--- src/include/iobh_defines.vh ---
// Timing, opcode and cycle constants for the I/O bus handshake block
`ifndef IOBH_DEFINES_VH
`define IOBH_DEFINES_VH

`define IOBH_DATA_W        16
`define IOBH_UNIT_W        6
`define IOBH_UNIT_COUNT    64
`define IOBH_OP_W          4

`define IOBH_CLK_NS        50
`define IOBH_TPULSE_NS     50
`define IOBH_T_PER_CYCLE   4'hF
`define IOBH_ICLK_NS       125
`define IOBH_ICLK_CYC      ((`IOBH_ICLK_NS + `IOBH_CLK_NS - 1) / `IOBH_CLK_NS)
`define IOBH_ICLK_START_T  5

`define IOBH_CYC_I         2'h0
`define IOBH_CYC_E1        2'h1
`define IOBH_CYC_E2        2'h2

`define IOBH_OP_AUG        4'h0
`define IOBH_OP_MEMREF     4'h1
`define IOBH_OP_IMS        4'h2
`define IOBH_OP_CMA        4'h3
`define IOBH_OP_CEU        4'h8
`define IOBH_OP_TEU        4'h9
`define IOBH_OP_MOP        4'hA
`define IOBH_OP_MIP        4'hB
`define IOBH_OP_AOP        4'hC
`define IOBH_OP_AIP        4'hD

`define IOBH_SPB_IND_OP    16'hA400
`define IOBH_INT_VEC_IN    16'h0020
`define IOBH_INT_VEC_OUT   16'h0021

`define IOBH_FIFO_DEPTH    16
`define IOBH_FIFO_AW       4

`endif

--- src/rtl/iobh_io_bus.v ---
// I/O processor handshake with cycle generator and input word FIFO
`timescale 1ns/1ns
`include "iobh_defines.vh"

module iobh_fifo
#(
	parameter W  = 17,
	parameter D  = `IOBH_FIFO_DEPTH,
	parameter AW = `IOBH_FIFO_AW
)
(
	input  wire         i_clk,
	input  wire         i_rstn,
	input  wire         i_in_valid,
	output wire         o_in_ready,
	input  wire [W-1:0] i_in_data,
	output wire         o_out_valid,
	input  wire         i_out_ready,
	output wire [W-1:0] o_out_data
);
	reg  [W-1:0] mem [0:D-1];
	reg  [AW-1:0] wr_q;
	reg  [AW-1:0] rd_q;
	reg  [AW:0]   cnt_q;
	wire          push;
	wire          pop;

	assign o_in_ready  = (cnt_q != D[AW:0]);
	assign o_out_valid = (cnt_q != {(AW+1){1'b0}});
	assign o_out_data  = mem[rd_q];
	assign push        = i_in_valid && o_in_ready;
	assign pop         = o_out_valid && i_out_ready;

	always @(posedge i_clk)
	begin
		if (push)
			mem[wr_q] <= i_in_data;
	end

	always @(posedge i_clk or negedge i_rstn)
	begin
		if (!i_rstn)
		begin
			wr_q  <= {AW{1'b0}};
			rd_q  <= {AW{1'b0}};
			cnt_q <= {(AW+1){1'b0}};
		end
		else
		begin
			if (push)
				wr_q <= wr_q + {{(AW-1){1'b0}}, 1'b1};
			if (pop)
				rd_q <= rd_q + {{(AW-1){1'b0}}, 1'b1};
			if (push && !pop)
				cnt_q <= cnt_q + {{AW{1'b0}}, 1'b1};
			else if (pop && !push)
				cnt_q <= cnt_q - {{AW{1'b0}}, 1'b1};
		end
	end
endmodule

// Overview of operation
// - Sixteen two-way data lines, six unit lines and control lines carry every word.
// - Six unit lines select one of up to 64 peripherals.
// - Start drives unit number, instruction sync and instruction-class lines.
// - Test return is sampled only after sync return is seen; high means ready.
// - Ready units transfer under data-here and data-accepted; input ready means data present.
// - After transfer, returns must go inactive before the next instruction starts.
// - Immediate-mode I/O instructions finish in four machine cycles.
// - Wait flag holds the instruction until the unit reports ready.
// - Unit test sends its word without ready check, then samples test return.
// - Class lines per instruction type; wait flag never accompanies unit test.
// - Output, command and test transfers strobe data-here; peripheral acknowledges.
// - Input transfers issue data-accepted once the word has been taken.
// - Master clear and a 150 ns (three-clock) interface clock pulse every I/O machine cycle.
// - Taken interrupt forces its vector into transfer register and branch opcode.
// - Memory-reference goes I, E1, I; increment-skip and compare add E2.
// - Each machine cycle is fifteen 50 ns T pulses.
// - Direction line high for the two input instructions, low otherwise.
module iobh_io_bus
#(
	parameter DW = `IOBH_DATA_W,
	parameter UW = `IOBH_UNIT_W,
	parameter FD = `IOBH_FIFO_DEPTH,
	parameter FA = `IOBH_FIFO_AW
)
(
	input  wire                 i_clk,
	input  wire                 i_rstn,
	input  wire                 i_start,
	output wire                 o_start_ready,
	input  wire [`IOBH_OP_W-1:0] i_op,
	input  wire [UW-1:0]        i_unit,
	input  wire                 i_wait,
	input  wire [DW-1:0]        i_wdata,
	output reg                  o_done,
	output reg                  o_result,
	output wire                 o_busy,
	output wire                 o_rd_valid,
	input  wire                 i_rd_ready,
	output wire [DW-1:0]        o_rd_data,
	output wire                 o_rd_to_acc,
	input  wire                 i_master_clear,
	input  wire [1:0]           i_int_take,
	output reg  [DW-1:0]        o_ir,
	output reg  [DW-1:0]        o_tr,
	output wire [1:0]           o_cycle,
	output wire [3:0]           o_tpulse,
	output reg  [UW-1:0]        o_unit,
	output reg                  o_isync,
	output reg                  o_data_cls,
	output reg                  o_cmd_cls,
	output reg                  o_test_cls,
	output reg                  o_io_dir,
	output reg                  o_wait_flag,
	output reg                  o_data_here,
	output reg                  o_data_acc,
	output reg                  o_iclk,
	output reg                  o_mclr,
	input  wire [DW-1:0]        i_bus_data,
	output reg  [DW-1:0]        o_bus_data,
	output reg                  o_bus_data_oe_n,
	input  wire                 i_usync_ret,
	input  wire                 i_utest_ret,
	input  wire                 i_udacc
);
	localparam PH_IDLE  = 3'h0;
	localparam PH_FETCH = 3'h1;
	localparam PH_E1    = 3'h2;
	localparam PH_E2    = 3'h3;
	localparam PH_ISSUE = 3'h4;
	localparam PH_QUERY = 3'h5;
	localparam PH_XFER  = 3'h6;
	localparam PH_CHK   = 3'h7;

	function is_io;
		input [`IOBH_OP_W-1:0] op;
		begin
			is_io = op[3];
		end
	endfunction

	function is_input;
		input [`IOBH_OP_W-1:0] op;
		begin
			is_input = (op == `IOBH_OP_MIP) || (op == `IOBH_OP_AIP);
		end
	endfunction

	reg  [3:0]            t_q;
	reg  [2:0]            ph_q;
	reg  [2:0]            ph_d;
	reg  [`IOBH_OP_W-1:0] op_q;
	reg                   wait_q;
	reg  [DW-1:0]         wdata_q;
	reg                   seen_q;
	reg                   rdy_q;
	reg                   xdone_q;
	reg  [1:0]            step_q;
	reg  [2:0]            sync_m;
	reg  [2:0]            sync_s;
	reg  [DW-1:0]         bus_m;
	reg  [DW-1:0]         bus_s;
	wire                  usync_s;
	wire                  utest_s;
	wire                  udacc_s;
	wire                  t_end;
	wire                  hold;
	wire                  take;
	wire                  advance;
	wire                  io_act;
	wire                  f_in_ready;
	wire                  push;
	wire                  op_teu;
	wire                  op_in;

	assign usync_s = sync_s[0];
	assign utest_s = sync_s[1];
	assign udacc_s = sync_s[2];
	assign op_teu  = (op_q == `IOBH_OP_TEU);
	assign op_in   = is_input(op_q);
	assign t_end   = (t_q == `IOBH_T_PER_CYCLE);
	assign io_act  = ph_q[2];
	assign hold    = ((ph_q == PH_XFER) && !xdone_q) ||
	                 ((ph_q == PH_CHK) && (usync_s || utest_s || udacc_s));
	assign advance = t_end && !hold;
	assign o_start_ready = (ph_q == PH_IDLE) && t_end && !i_master_clear &&
	                       (!is_input(i_op) || f_in_ready);
	assign take    = i_start && o_start_ready;
	assign o_busy  = (ph_q != PH_IDLE);
	assign o_tpulse = t_q;
	assign o_cycle = ((ph_q == PH_E1) || (ph_q == PH_XFER)) ? `IOBH_CYC_E1 :
	                 ((ph_q == PH_E2) || (ph_q == PH_CHK)) ? `IOBH_CYC_E2 : `IOBH_CYC_I;
	assign push    = (ph_q == PH_XFER) && op_in && rdy_q && (step_q == 2'h0) &&
	                 f_in_ready && !xdone_q;

	// Return lines and data bus come from cables: two stages before use
	always @(posedge i_clk or negedge i_rstn)
	begin
		if (!i_rstn)
		begin
			sync_m <= 3'h0;
			sync_s <= 3'h0;
			bus_m  <= {DW{1'b0}};
			bus_s  <= {DW{1'b0}};
		end
		else
		begin
			sync_m <= {i_udacc, i_utest_ret, i_usync_ret};
			sync_s <= sync_m;
			bus_m  <= i_bus_data;
			bus_s  <= bus_m;
		end
	end

	// T pulse counter; stretched at T15 while a handshake is pending
	always @(posedge i_clk or negedge i_rstn)
	begin
		if (!i_rstn)
			t_q <= 4'h1;
		else if (advance)
			t_q <= 4'h1;
		else if (!t_end)
			t_q <= t_q + 4'h1;
	end

	always @*
	begin
		ph_d = ph_q;
		if (advance)
		begin
			case (ph_q)
				PH_IDLE:
					if (take)
						ph_d = is_io(i_op) ? PH_ISSUE : PH_FETCH;
				PH_FETCH:
					if (op_q == `IOBH_OP_AUG)
						ph_d = PH_IDLE;
					else
						ph_d = PH_E1;
				PH_E1:
					if ((op_q == `IOBH_OP_IMS) || (op_q == `IOBH_OP_CMA))
						ph_d = PH_E2;
					else
						ph_d = PH_IDLE;
				PH_E2:
					ph_d = PH_IDLE;
				PH_ISSUE:
					ph_d = PH_QUERY;
				PH_QUERY:
					if (seen_q && (!wait_q || rdy_q))
						ph_d = PH_XFER;
				PH_XFER:
					ph_d = PH_CHK;
				PH_CHK:
					ph_d = PH_IDLE;
				default:
					ph_d = PH_IDLE;
			endcase
		end
		if (i_master_clear)
			ph_d = PH_IDLE;
	end

	always @(posedge i_clk or negedge i_rstn)
	begin
		if (!i_rstn)
		begin
			ph_q    <= PH_IDLE;
			op_q    <= `IOBH_OP_AUG;
			wait_q  <= 1'b0;
			wdata_q <= {DW{1'b0}};
			o_done  <= 1'b0;
			o_result <= 1'b0;
		end
		else
		begin
			ph_q   <= ph_d;
			o_done <= advance && !i_master_clear &&
			          (((ph_q == PH_FETCH) && (op_q == `IOBH_OP_AUG)) ||
			           ((ph_q == PH_E1) && (ph_d == PH_IDLE)) ||
			           (ph_q == PH_E2) || (ph_q == PH_CHK));
			if (advance && (ph_q == PH_CHK))
				o_result <= rdy_q;
			if (take)
			begin
				op_q    <= i_op;
				wait_q  <= i_wait && (i_op != `IOBH_OP_TEU);
				wdata_q <= i_wdata;
			end
		end
	end

	// Query cycle: test return only counts once sync return is seen
	always @(posedge i_clk or negedge i_rstn)
	begin
		if (!i_rstn)
		begin
			seen_q  <= 1'b0;
			rdy_q   <= 1'b0;
			xdone_q <= 1'b0;
			step_q  <= 2'h0;
		end
		else if (ph_q == PH_ISSUE)
		begin
			seen_q  <= 1'b0;
			rdy_q   <= 1'b0;
			xdone_q <= 1'b0;
			step_q  <= 2'h0;
		end
		else if (ph_q == PH_QUERY)
		begin
			if (advance && (ph_d == PH_QUERY))
				seen_q <= 1'b0;
			else if (usync_s && !seen_q)
			begin
				seen_q <= 1'b1;
				rdy_q  <= utest_s;
			end
		end
		else if ((ph_q == PH_XFER) && !xdone_q)
		begin
			if (!op_teu && !rdy_q)
				xdone_q <= 1'b1;
			else if (op_in)
			begin
				if (push)
					xdone_q <= 1'b1;
			end
			else
			begin
				case (step_q)
					2'h0:
						step_q <= 2'h1;
					2'h1:
						if (udacc_s)
							step_q <= 2'h2;
					2'h2:
					begin
						if (op_teu)
							rdy_q <= utest_s;
						xdone_q <= 1'b1;
					end
					default:
						step_q <= 2'h0;
				endcase
			end
		end
	end

	// Bus control lines
	always @(posedge i_clk or negedge i_rstn)
	begin
		if (!i_rstn)
		begin
			o_unit          <= {UW{1'b0}};
			o_isync         <= 1'b0;
			o_data_cls      <= 1'b0;
			o_cmd_cls       <= 1'b0;
			o_test_cls      <= 1'b0;
			o_io_dir        <= 1'b0;
			o_wait_flag     <= 1'b0;
			o_data_here     <= 1'b0;
			o_data_acc      <= 1'b0;
			o_iclk          <= 1'b0;
			o_mclr          <= 1'b1;
			o_bus_data      <= {DW{1'b0}};
			o_bus_data_oe_n <= 1'b1;
		end
		else
		begin
			o_mclr <= i_master_clear;
			o_iclk <= io_act &&
			          (t_q >= (`IOBH_ICLK_START_T - 1)) &&
			          (t_q < (`IOBH_ICLK_START_T - 1 + `IOBH_ICLK_CYC));
			if ((ph_d == PH_ISSUE) && (ph_q == PH_IDLE))
			begin
				o_unit      <= i_unit;
				o_isync     <= 1'b1;
				o_data_cls  <= i_op >= `IOBH_OP_MOP;
				o_cmd_cls   <= (i_op == `IOBH_OP_CEU);
				o_test_cls  <= (i_op == `IOBH_OP_TEU);
				o_io_dir    <= is_input(i_op);
				o_wait_flag <= i_wait && (i_op != `IOBH_OP_TEU);
			end
			else if ((ph_d == PH_CHK) || (ph_d == PH_IDLE))
			begin
				o_isync     <= 1'b0;
				o_data_cls  <= 1'b0;
				o_cmd_cls   <= 1'b0;
				o_test_cls  <= 1'b0;
				o_wait_flag <= 1'b0;
				o_io_dir    <= 1'b0;
			end
			if (ph_d == PH_IDLE)
			begin
				o_unit   <= {UW{1'b0}};
			end
			o_data_here <= (ph_q == PH_XFER) && !op_in && !xdone_q &&
			               (op_teu || rdy_q) && (step_q != 2'h2) &&
			               !(step_q == 2'h1 && udacc_s);
			if (push)
				o_data_acc <= 1'b1;
			else if (ph_d != PH_XFER)
				o_data_acc <= 1'b0;
			o_bus_data      <= wdata_q;
			o_bus_data_oe_n <= !(io_act && (ph_q != PH_CHK) && !op_in);
		end
	end

	// Interrupt entry forces the vector and the branch opcode together
	always @(posedge i_clk or negedge i_rstn)
	begin
		if (!i_rstn)
		begin
			o_ir <= {DW{1'b0}};
			o_tr <= {DW{1'b0}};
		end
		else if (i_int_take != 2'h0)
		begin
			o_ir <= `IOBH_SPB_IND_OP;
			o_tr <= i_int_take[0] ? `IOBH_INT_VEC_IN : `IOBH_INT_VEC_OUT;
		end
	end

	iobh_fifo
	#(
		.W  (DW + 1),
		.D  (FD),
		.AW (FA)
	)
	u_fifo
	(
		.i_clk       (i_clk),
		.i_rstn      (i_rstn),
		.i_in_valid  (push),
		.o_in_ready  (f_in_ready),
		.i_in_data   ({(op_q == `IOBH_OP_AIP), bus_s}),
		.o_out_valid (o_rd_valid),
		.i_out_ready (i_rd_ready),
		.o_out_data  ({o_rd_to_acc, o_rd_data})
	);
endmodule

--- config.mk ---
export PLATFORM = sky130hd
export DESIGN_NAME = iobh_io_bus
export DESIGN_NICKNAME = d
export VERILOG_FILES = /design/src/rtl/iobh_io_bus.v
export VERILOG_INCLUDE_DIRS = /design/src /design/src/include
export SDC_FILE = /design/constraint.sdc
export NUM_CORES = 1
export LEC_CHECK = 0
export BUFFER_PORTS_ARGS = -buffer_cell sky130_fd_sc_hd__buf_2
export CORE_UTILIZATION = 59
export DETAILED_ROUTE_END_ITERATION = 10
export PLACE_DENSITY = 0.8
export SETUP_SLACK_MARGIN = 0.02
export SYNTH_ARGS = -nofsm -noshare
export SYNTH_HDL_FRONTEND = slang
export SYNTH_SLANG_ARGS = --single-unit
export TNS_END_PERCENT = 30
--- constraint.sdc ---
create_clock -name i_clk -period 4.3 [get_ports i_clk]
set_input_delay 0.43 -clock i_clk [delete_from_list [all_inputs] [get_ports i_clk]]
set_output_delay 0.43 -clock i_clk [all_outputs]
set_load 0.05 [all_outputs]
Word-level counts from Yosys, hierarchy flattened
Memory sizes are Yosys's and may differ from the RTL's.
Index checks and enable logic that the tools add are counted.
Widths: inputs -> output; s select.

cells by class
  add/sub/neg operators = 5
  multipliers = 0
  div/mod/pow operators = 0
  $lt $le $gt $ge = 3
  equality and inequality tests = 38
  shift operators = 0
  mux-type cells = 55
  bitwise logic cells = 0
  reduce and logical (&&, ||, !) cells = 88

operators by type and width
  cell                 count
  $logic_and 1x1->1    37
  $eq 4x4->1 const B   8
  $mux 1               32
  $eq 3x3->1 const B   7
  $pmux 3 s7           1
  $mux 2               10
  $logic_or 1x1->1     15
  $mux 3               5
  $ne 3x3->1 const B   5
  $reduce_bool 3->1    5
  $reduce_bool 2->1    7
  $logic_not 1->1      13
  $add 4x1->4 const B  3
  $mux 6               2
  $mux 5               2
  $eq 4x2->1 const B   2
  $mux 4               2
  $ne 2x2->1 const B   4
  $reduce_and 7->1     1
  $eq 3x2->1 const B   2
  $logic_not 3->1      2
  $pmux 2 s3           1
  $reduce_and 6->1     1
  $add 5x1->5 const B  1
  20 further kinds     21

word-level totals
  bits in registers = 136
  bits in latches = 0
  RAM bits = 272
  bits in read-only memories = 0
  input port bits = 53
  output and inout port bits = 93
  memories = 1

memories
  memory      words  bits a word  rd ports  clocked after Yosys merged registers in  wr ports  line              text
  u_fifo.mem  16     17           1         0                                        1         iobh_io_bus.v:21  reg [W-1:0] mem [0:D-1];

Depth between registers and ports, before layout
  depth in word-level cells = 16
  depth in mapped cells = 14

Cells and area by module
From an unflattened synthesis, not the netlist that was laid out.

second synthesis, totals
  cells, all modules = 903
  area total of the unflattened synthesis = 15397.3 µm²

modules (own cells, without submodules)
  module       instances  cells each  area an instance (µm²)  seq. area each (µm²)
  iobh_fifo    1          576         11253.3                 8493.1
  iobh_io_bus  1          327         4144.0                  2706.3

Worst setup path after synthesis
OpenSTA, ideal clock, no wires.

  path kind = reg2reg
  start = reg ph_q[1]
  end = mem u_fifo.mem[7][0], enable pin
  setup time = 416 ps
  arrival = 3050 ps
  data required time = 3884 ps
  setup slack = 833 ps
  stages on the path, launching flop included = 9
  path buffers = 2
  clock period less this slack = 3467 ps
  cell sequence = dfrtp_1 -> clkbuf_1 -> nand4bb_1 -> nor2_1 -> o21ai_0 -> nor4_1 -> clkbuf_1 -> nand2_1 -> nor3b_1

between the ends
  longest elaborated chain between the ends = 9

RTL lines
  element                          line               text
  start, declared                  iobh_io_bus.v:151  reg [2:0] ph_q;
  start signal, assigned           iobh_io_bus.v:278  ph_q <= ph_d;
  $eq 3x3->1                       iobh_io_bus.v:194  assign push = (ph_q == PH_XFER) && op_in && rdy_q && (step_q == 2'h0) &&
  $logic_and 1x1->1 (4 in series)  iobh_io_bus.v:194
  $logic_and 1x1->1                iobh_io_bus.v:195  f_in_ready && !xdone_q;
  $logic_and 1x1->1                iobh_io_bus.v:31   assign push = i_in_valid && o_in_ready;
  net u_fifo.push                  iobh_io_bus.v:25   wire push;
  $mux 1                           iobh_io_bus.v:36   if (push)
  $mux 1 (implied by the code)     iobh_io_bus.v:37   mem[wr_q] <= i_in_data;
  end, declared                    iobh_io_bus.v:21

The timed path passes the listed nets, and every way through them passes these cells.

Worst setup path in the final report
  start = reg u_fifo.rd_q[0]
  end = out o_rd_data[3]

between the ends
  longest elaborated chain between the ends = 1

RTL lines
  element                 line               text
  start, declared         iobh_io_bus.v:23   reg [AW-1:0] rd_q;
  start signal, assigned  iobh_io_bus.v:45   rd_q <= {AW{1'b0}};
  start signal, assigned  iobh_io_bus.v:53   rd_q <= rd_q + {{(AW-1){1'b0}}, 1'b1};
  $mem_v2 16x17           n/a
  end, declared           iobh_io_bus.v:101  output wire [DW-1:0] o_rd_data,

No other way between the ends.

==> impl_summary.txt <==
----------------------------------------------------
[Outcome]
  Result of the run ... finished, violations left
  Failing checks ... negative hold slack

[Final layout]
  Area of the multi-input gates ... 3603 um2
  Area growth, synth to finish ... 17.05%
  Filler instances ... between 1500 and 2000
  Post-route design area ... 17710 um2
  Register Area ... 11200 um2
  Proportion of layout cells with a drive suffix above 1 ... a little under a third
  Final Instance Count excl. Fillers ... 1360
  Total inserted antenna cells ... 0
  # nets final ... 1063

[STA]
  Worst slew margin ... around a fifth
  Count of endpoints failing hold in the final timing report ... 3
  Hold slack ... -0.006352 ns
  Post-route clock period utilization ... 78.48%
  Post-route minimum period ... 3.374 ns
  Max Freq ... 296.3 MHz
  Setup repair after global routing missed its margin ... false
  Slew at the pin with the worst max-slew slack ... 1.219 ns
  Total of endpoints with negative setup slack in the final report ... 0
  Setup TNS Final ... 0 ns
  Max-slew violation count ... 0
  Final setup skew ... 0.02197 ns

[Yosys]
  Combinational family with the most area after synthesis ... multiplexers
  Count of unique library cells instantiated by Yosys ... 55
  Number of synthesized flops with an enable pin ... 272
  Dominant synthesized flop cell ... sky130_fd_sc_hd__edfxtp_1
  Count of yosys warnings during synthesis ... 0
  Xor/xnor share of the synthesized area ... 0.8103%
  Commonest cells in the netlist ... sky130_fd_sc_hd__edfxtp_1 (272), sky130_fd_sc_hd__dfrtp_1 (118), sky130_fd_sc_hd__nand2_1 (98)
  Mapped cell area ... 15130 um2
  Post-synthesis sequential element count ... approximately 390
  Cell types with the largest area share after synthesis ... sky130_fd_sc_hd__edfxtp_1 (54%), sky130_fd_sc_hd__dfrtp_1 (20%), sky130_fd_sc_hd__mux4_2 (13%), sky130_fd_sc_hd__nand2_1 (2.4%), sky130_fd_sc_hd__buf_4 (1.5%)
  Mux share of post-synthesis cell area ... between 10% and 20%
  Fraction of the mapped netlist area in simple logic gates ... 5.672%
  Fraction of the mapped netlist area in adder cells ... 0.9592%
  Seq/Total Area, Yosys ... around three quarters
  Fraction of the mapped netlist area in compound gates ... under 10%
  Top-count cell post-synth ... sky130_fd_sc_hd__edfxtp_1
  Post-synthesis average cell area ... 18.17 um2
  Asr flop ratio synth ... 30.79%
  Count of mapped cells out of synthesis ... between 800 and 900
  Top cell type's share of synthesized area ... 53.98%
  Cell accounting for the most synthesized area ... sky130_fd_sc_hd__edfxtp_1

[Floorplan]
  Die outline height ... about 160 um
  Initial Util ... 60.09%
  Placeable core region ... 25180 um2
  Standard-cell rows ... 58
  Boundary Pins ... 146
  Die Outline Area ... 26290 um2
  Horizontal die dimension ... 162.2 um

[CTS]
  Clock tree sinks ... 393
  Root buffer cell ... sky130_fd_sc_hd__clkbuf_16
  Number of buffers added by the clock tree synthesis step ... 39
  Resized Gates After CTS ... 0
  Number of H-tree levels ... 2
  Later-pin clock latency in the skew report ... 0.54 ns
  CTS tree ... yes
  Buffers from clock root to sink, at most ... 3
  Reg clk slew, reported paths ... 0.06 ns

[Power]
  Switching power of the nets ... between 2000 and 3000 uW
  Pleak ... around 0.0067 uW
  Clk network pwr share ... between 30% and 40%
  Worst IR drop on VDD ... ~440 uV
  Power per cell area ... 588.4 nW/um2
  Sequential cell fraction of total power ... between 40% and 50%
  Combinational cell fraction of total power ... 22.9%
  Switching portion of total power ... ~29%
  Total internal power ... 7424 uW

[Drt]
  Overall via count from detail_route ... 8008
  Via/cell ratio ... 5.888
  Post-route antenna net violation count ... 0
  Detailed-route wire length ... 31.50 mm
  Violation count after the first detailed-route iteration ... 689
  Number of search-and-repair iterations in the first detailed-routing pass ... 5
  Routed wire length per instance ... 23.16 um
  Post-detailed-route DRC marker count ... 0

[Worst setup path]
  CP Launch Point ... u_fifo.rd_q[0]
  Critical Path AT ... 2.94 ns
  Kind of critical path ... reg -> out
  Worst Setup End Kind ... output pin
  Startpoint of the lowest-slack register-to-register path ... ph_q[2]
  CP startpoint kind ... flip-flop
  Crit path max fanout ... 36
  Required @ worst endpoint ... 3.87 ns
  Slowest-stage cell, CP ... sky130_fd_sc_hd__dfrtp_4
  Cell with the most instances on the worst path ... sky130_fd_sc_hd__mux4_2
  Cell chain of the critical path ... buf_12 -> mux4_2 -> mux4_2 -> buf_2
  Largest stage delay, worst path ... 0.76 ns

[Place]
  Area after DPL ... 16170 um2
  Number of port buffers ... approximately 120
  # placed instances ... approximately 1300
  Total half-perimeter wirelength after legalization and detailed placement ... 17.94 mm
  Placer's final routability congestion estimate ... 0.8398

[Job]
  Total of max-cap violations ... 0

[GRT]
  Global-route wire length before repair ... about 48 mm
  Largest net degree at the start of global routing ... slightly above 90
  Vias in the first global route ... 8060
  Total Routing Usage GR ... 25.08%
  Number of antenna violations at the first check in global routing ... 1
  Total grt overflow ... 0

[Hold path]
  Path type of the worst min-delay path ... in -> async

----------------------------------------------------
## logic make-up after synthesis
| kind of cell | count (synthesis) |
|---|---|
| AO/OA/AOI/OAI | 62 |
| XOR/XNOR | 14 |
| adder cells (fa/ha/maj) | 11 |
| buffers and inverters | 92 |
| flip-flops | 393 |
| multiplexers | 88 |
| other | 1 |
| AND/OR/NAND/NOR | 172 |
## area by class of cell
cell class / instances / area share [%]
clock inverter: 7 / 0.8477
inverter: 30 / 0.6358
tap: 330 / 2.331
sequential: 393 / 63.26
clock buffer: 65 / 7.036
timing repair buffer: 161 / 5.545
multi-input combinational: 374 / 20.34
## layer usage
| layer | GRT usage [%] | share of wire [%] | wire, um |
|---|---|---|---|
| met1 | 35.93 | 40 | 12640 |
| met2 | 39.41 | 49 | 15520 |
| met3 | 5.337 | 8.6 | 2707 |
| met4 | 7.461 | 2.0 | 632 |
| met5 | 0 | 0 | 0 |
## power groups by stage
stage               Sequential, uW  Combinational, uW  Clock (uW)
detailed placement            4510               2370           0
finish                        4430               2390        3610
global route                  4460               2530        3800
global placement              4500               2340           0
CTS                           4430               2420        3660
floorplan                     4360               2000           0
## worst max-delay path: cells and delay by family (launching register included)
family,cells,cell delay [ns]
buffers and inverters,2,0.58
flip-flops,1,0.76
multiplexers,2,1.07
## flip-flops by register name (all words and copies together) (netlist names), 5 cells and up
| register | cells |
|---|---|
| u_fifo.mem | 272 |
| u_fifo.cnt_q | 5 |
| bus_m | 16 |
| bus_s | 16 |
| wdata_q | 16 |
| o_bus_data | 16 |
| o_unit | 6 |
## placed cells by master, fill, tap and decap left out, types with 3 or more instances in the layout
| cell type | Yosys | routed |
|---|---|---|
| sky130_fd_sc_hd__nand2_1 | 98 | 98 |
| sky130_fd_sc_hd__and2_1 | 14 | 14 |
| sky130_fd_sc_hd__dfstp_2 | 3 | 3 |
| sky130_fd_sc_hd__nand2b_1 | 3 | 3 |
| sky130_fd_sc_hd__bufinv_16 | 0 | 4 |
| sky130_fd_sc_hd__conb_1 | 1 | 27 |
| sky130_fd_sc_hd__nor3_1 | 8 | 8 |
| sky130_fd_sc_hd__xor2_1 | 3 | 3 |
| sky130_fd_sc_hd__nor3b_2 | 0 | 4 |
| sky130_fd_sc_hd__buf_4 | 30 | 26 |
| sky130_fd_sc_hd__clkbuf_1 | 23 | 12 |
| sky130_fd_sc_hd__dlygate4sd3_1 | 0 | 15 |
| sky130_fd_sc_hd__clkbuf_16 | 0 | 43 |
| sky130_fd_sc_hd__o21ai_0 | 22 | 22 |
| sky130_fd_sc_hd__mux4_2 | 85 | 85 |
| sky130_fd_sc_hd__a21o_1 | 4 | 4 |
| sky130_fd_sc_hd__buf_2 | 1 | 117 |
| sky130_fd_sc_hd__nand3_1 | 3 | 3 |
| sky130_fd_sc_hd__a21oi_1 | 12 | 12 |
| sky130_fd_sc_hd__dfrtp_1 | 118 | 116 |
| sky130_fd_sc_hd__nor3b_1 | 7 | 3 |
| sky130_fd_sc_hd__nor2_1 | 14 | 14 |
| sky130_fd_sc_hd__o31ai_1 | 9 | 9 |
| sky130_fd_sc_hd__and3_1 | 3 | 3 |
| sky130_fd_sc_hd__inv_1 | 29 | 29 |
| sky130_fd_sc_hd__clkbuf_8 | 0 | 8 |
| sky130_fd_sc_hd__xnor2_1 | 11 | 11 |
| sky130_fd_sc_hd__edfxtp_1 | 272 | 272 |
| sky130_fd_sc_hd__or4_1 | 3 | 3 |
| sky130_fd_sc_hd__ha_1 | 10 | 10 |
## worst paths after layout
path,endpoint,slack [ns],cells after the start
min in group i_clk,sync_m[0],0.02,1
setup / recovery,o_rd_data[3],0.93,4
hold / removal,o_unit[2],-0.006,1
hold reg to reg,bus_s[7],0.33,0
setup reg to reg,u_fifo.cnt_q[4],1.22,13
max in group asynchronous,o_bus_data[1],3.31,2
## timing repair
| item | 4_1_cts | 5_1_grt |
|---|---|---|
| hold buffers | 15 | 0 |
| buffers inserted | 0 | 0 |
| hold endpoints to repair | 15 | 0 |
## through the flow
stage	utilization, %	worst slack [ns]	power (uW)
after floorplan	-	0.8333	6362
after global placement	64.20	1.376	6835
after detailed placement	64.20	1.287	6873
after CTS	70.34	0.8236	10520
after global routing	70.34	0.7492	10780
final	70.34	0.9255	10420
Note: power is estimated with default switching activity, not from simulation.
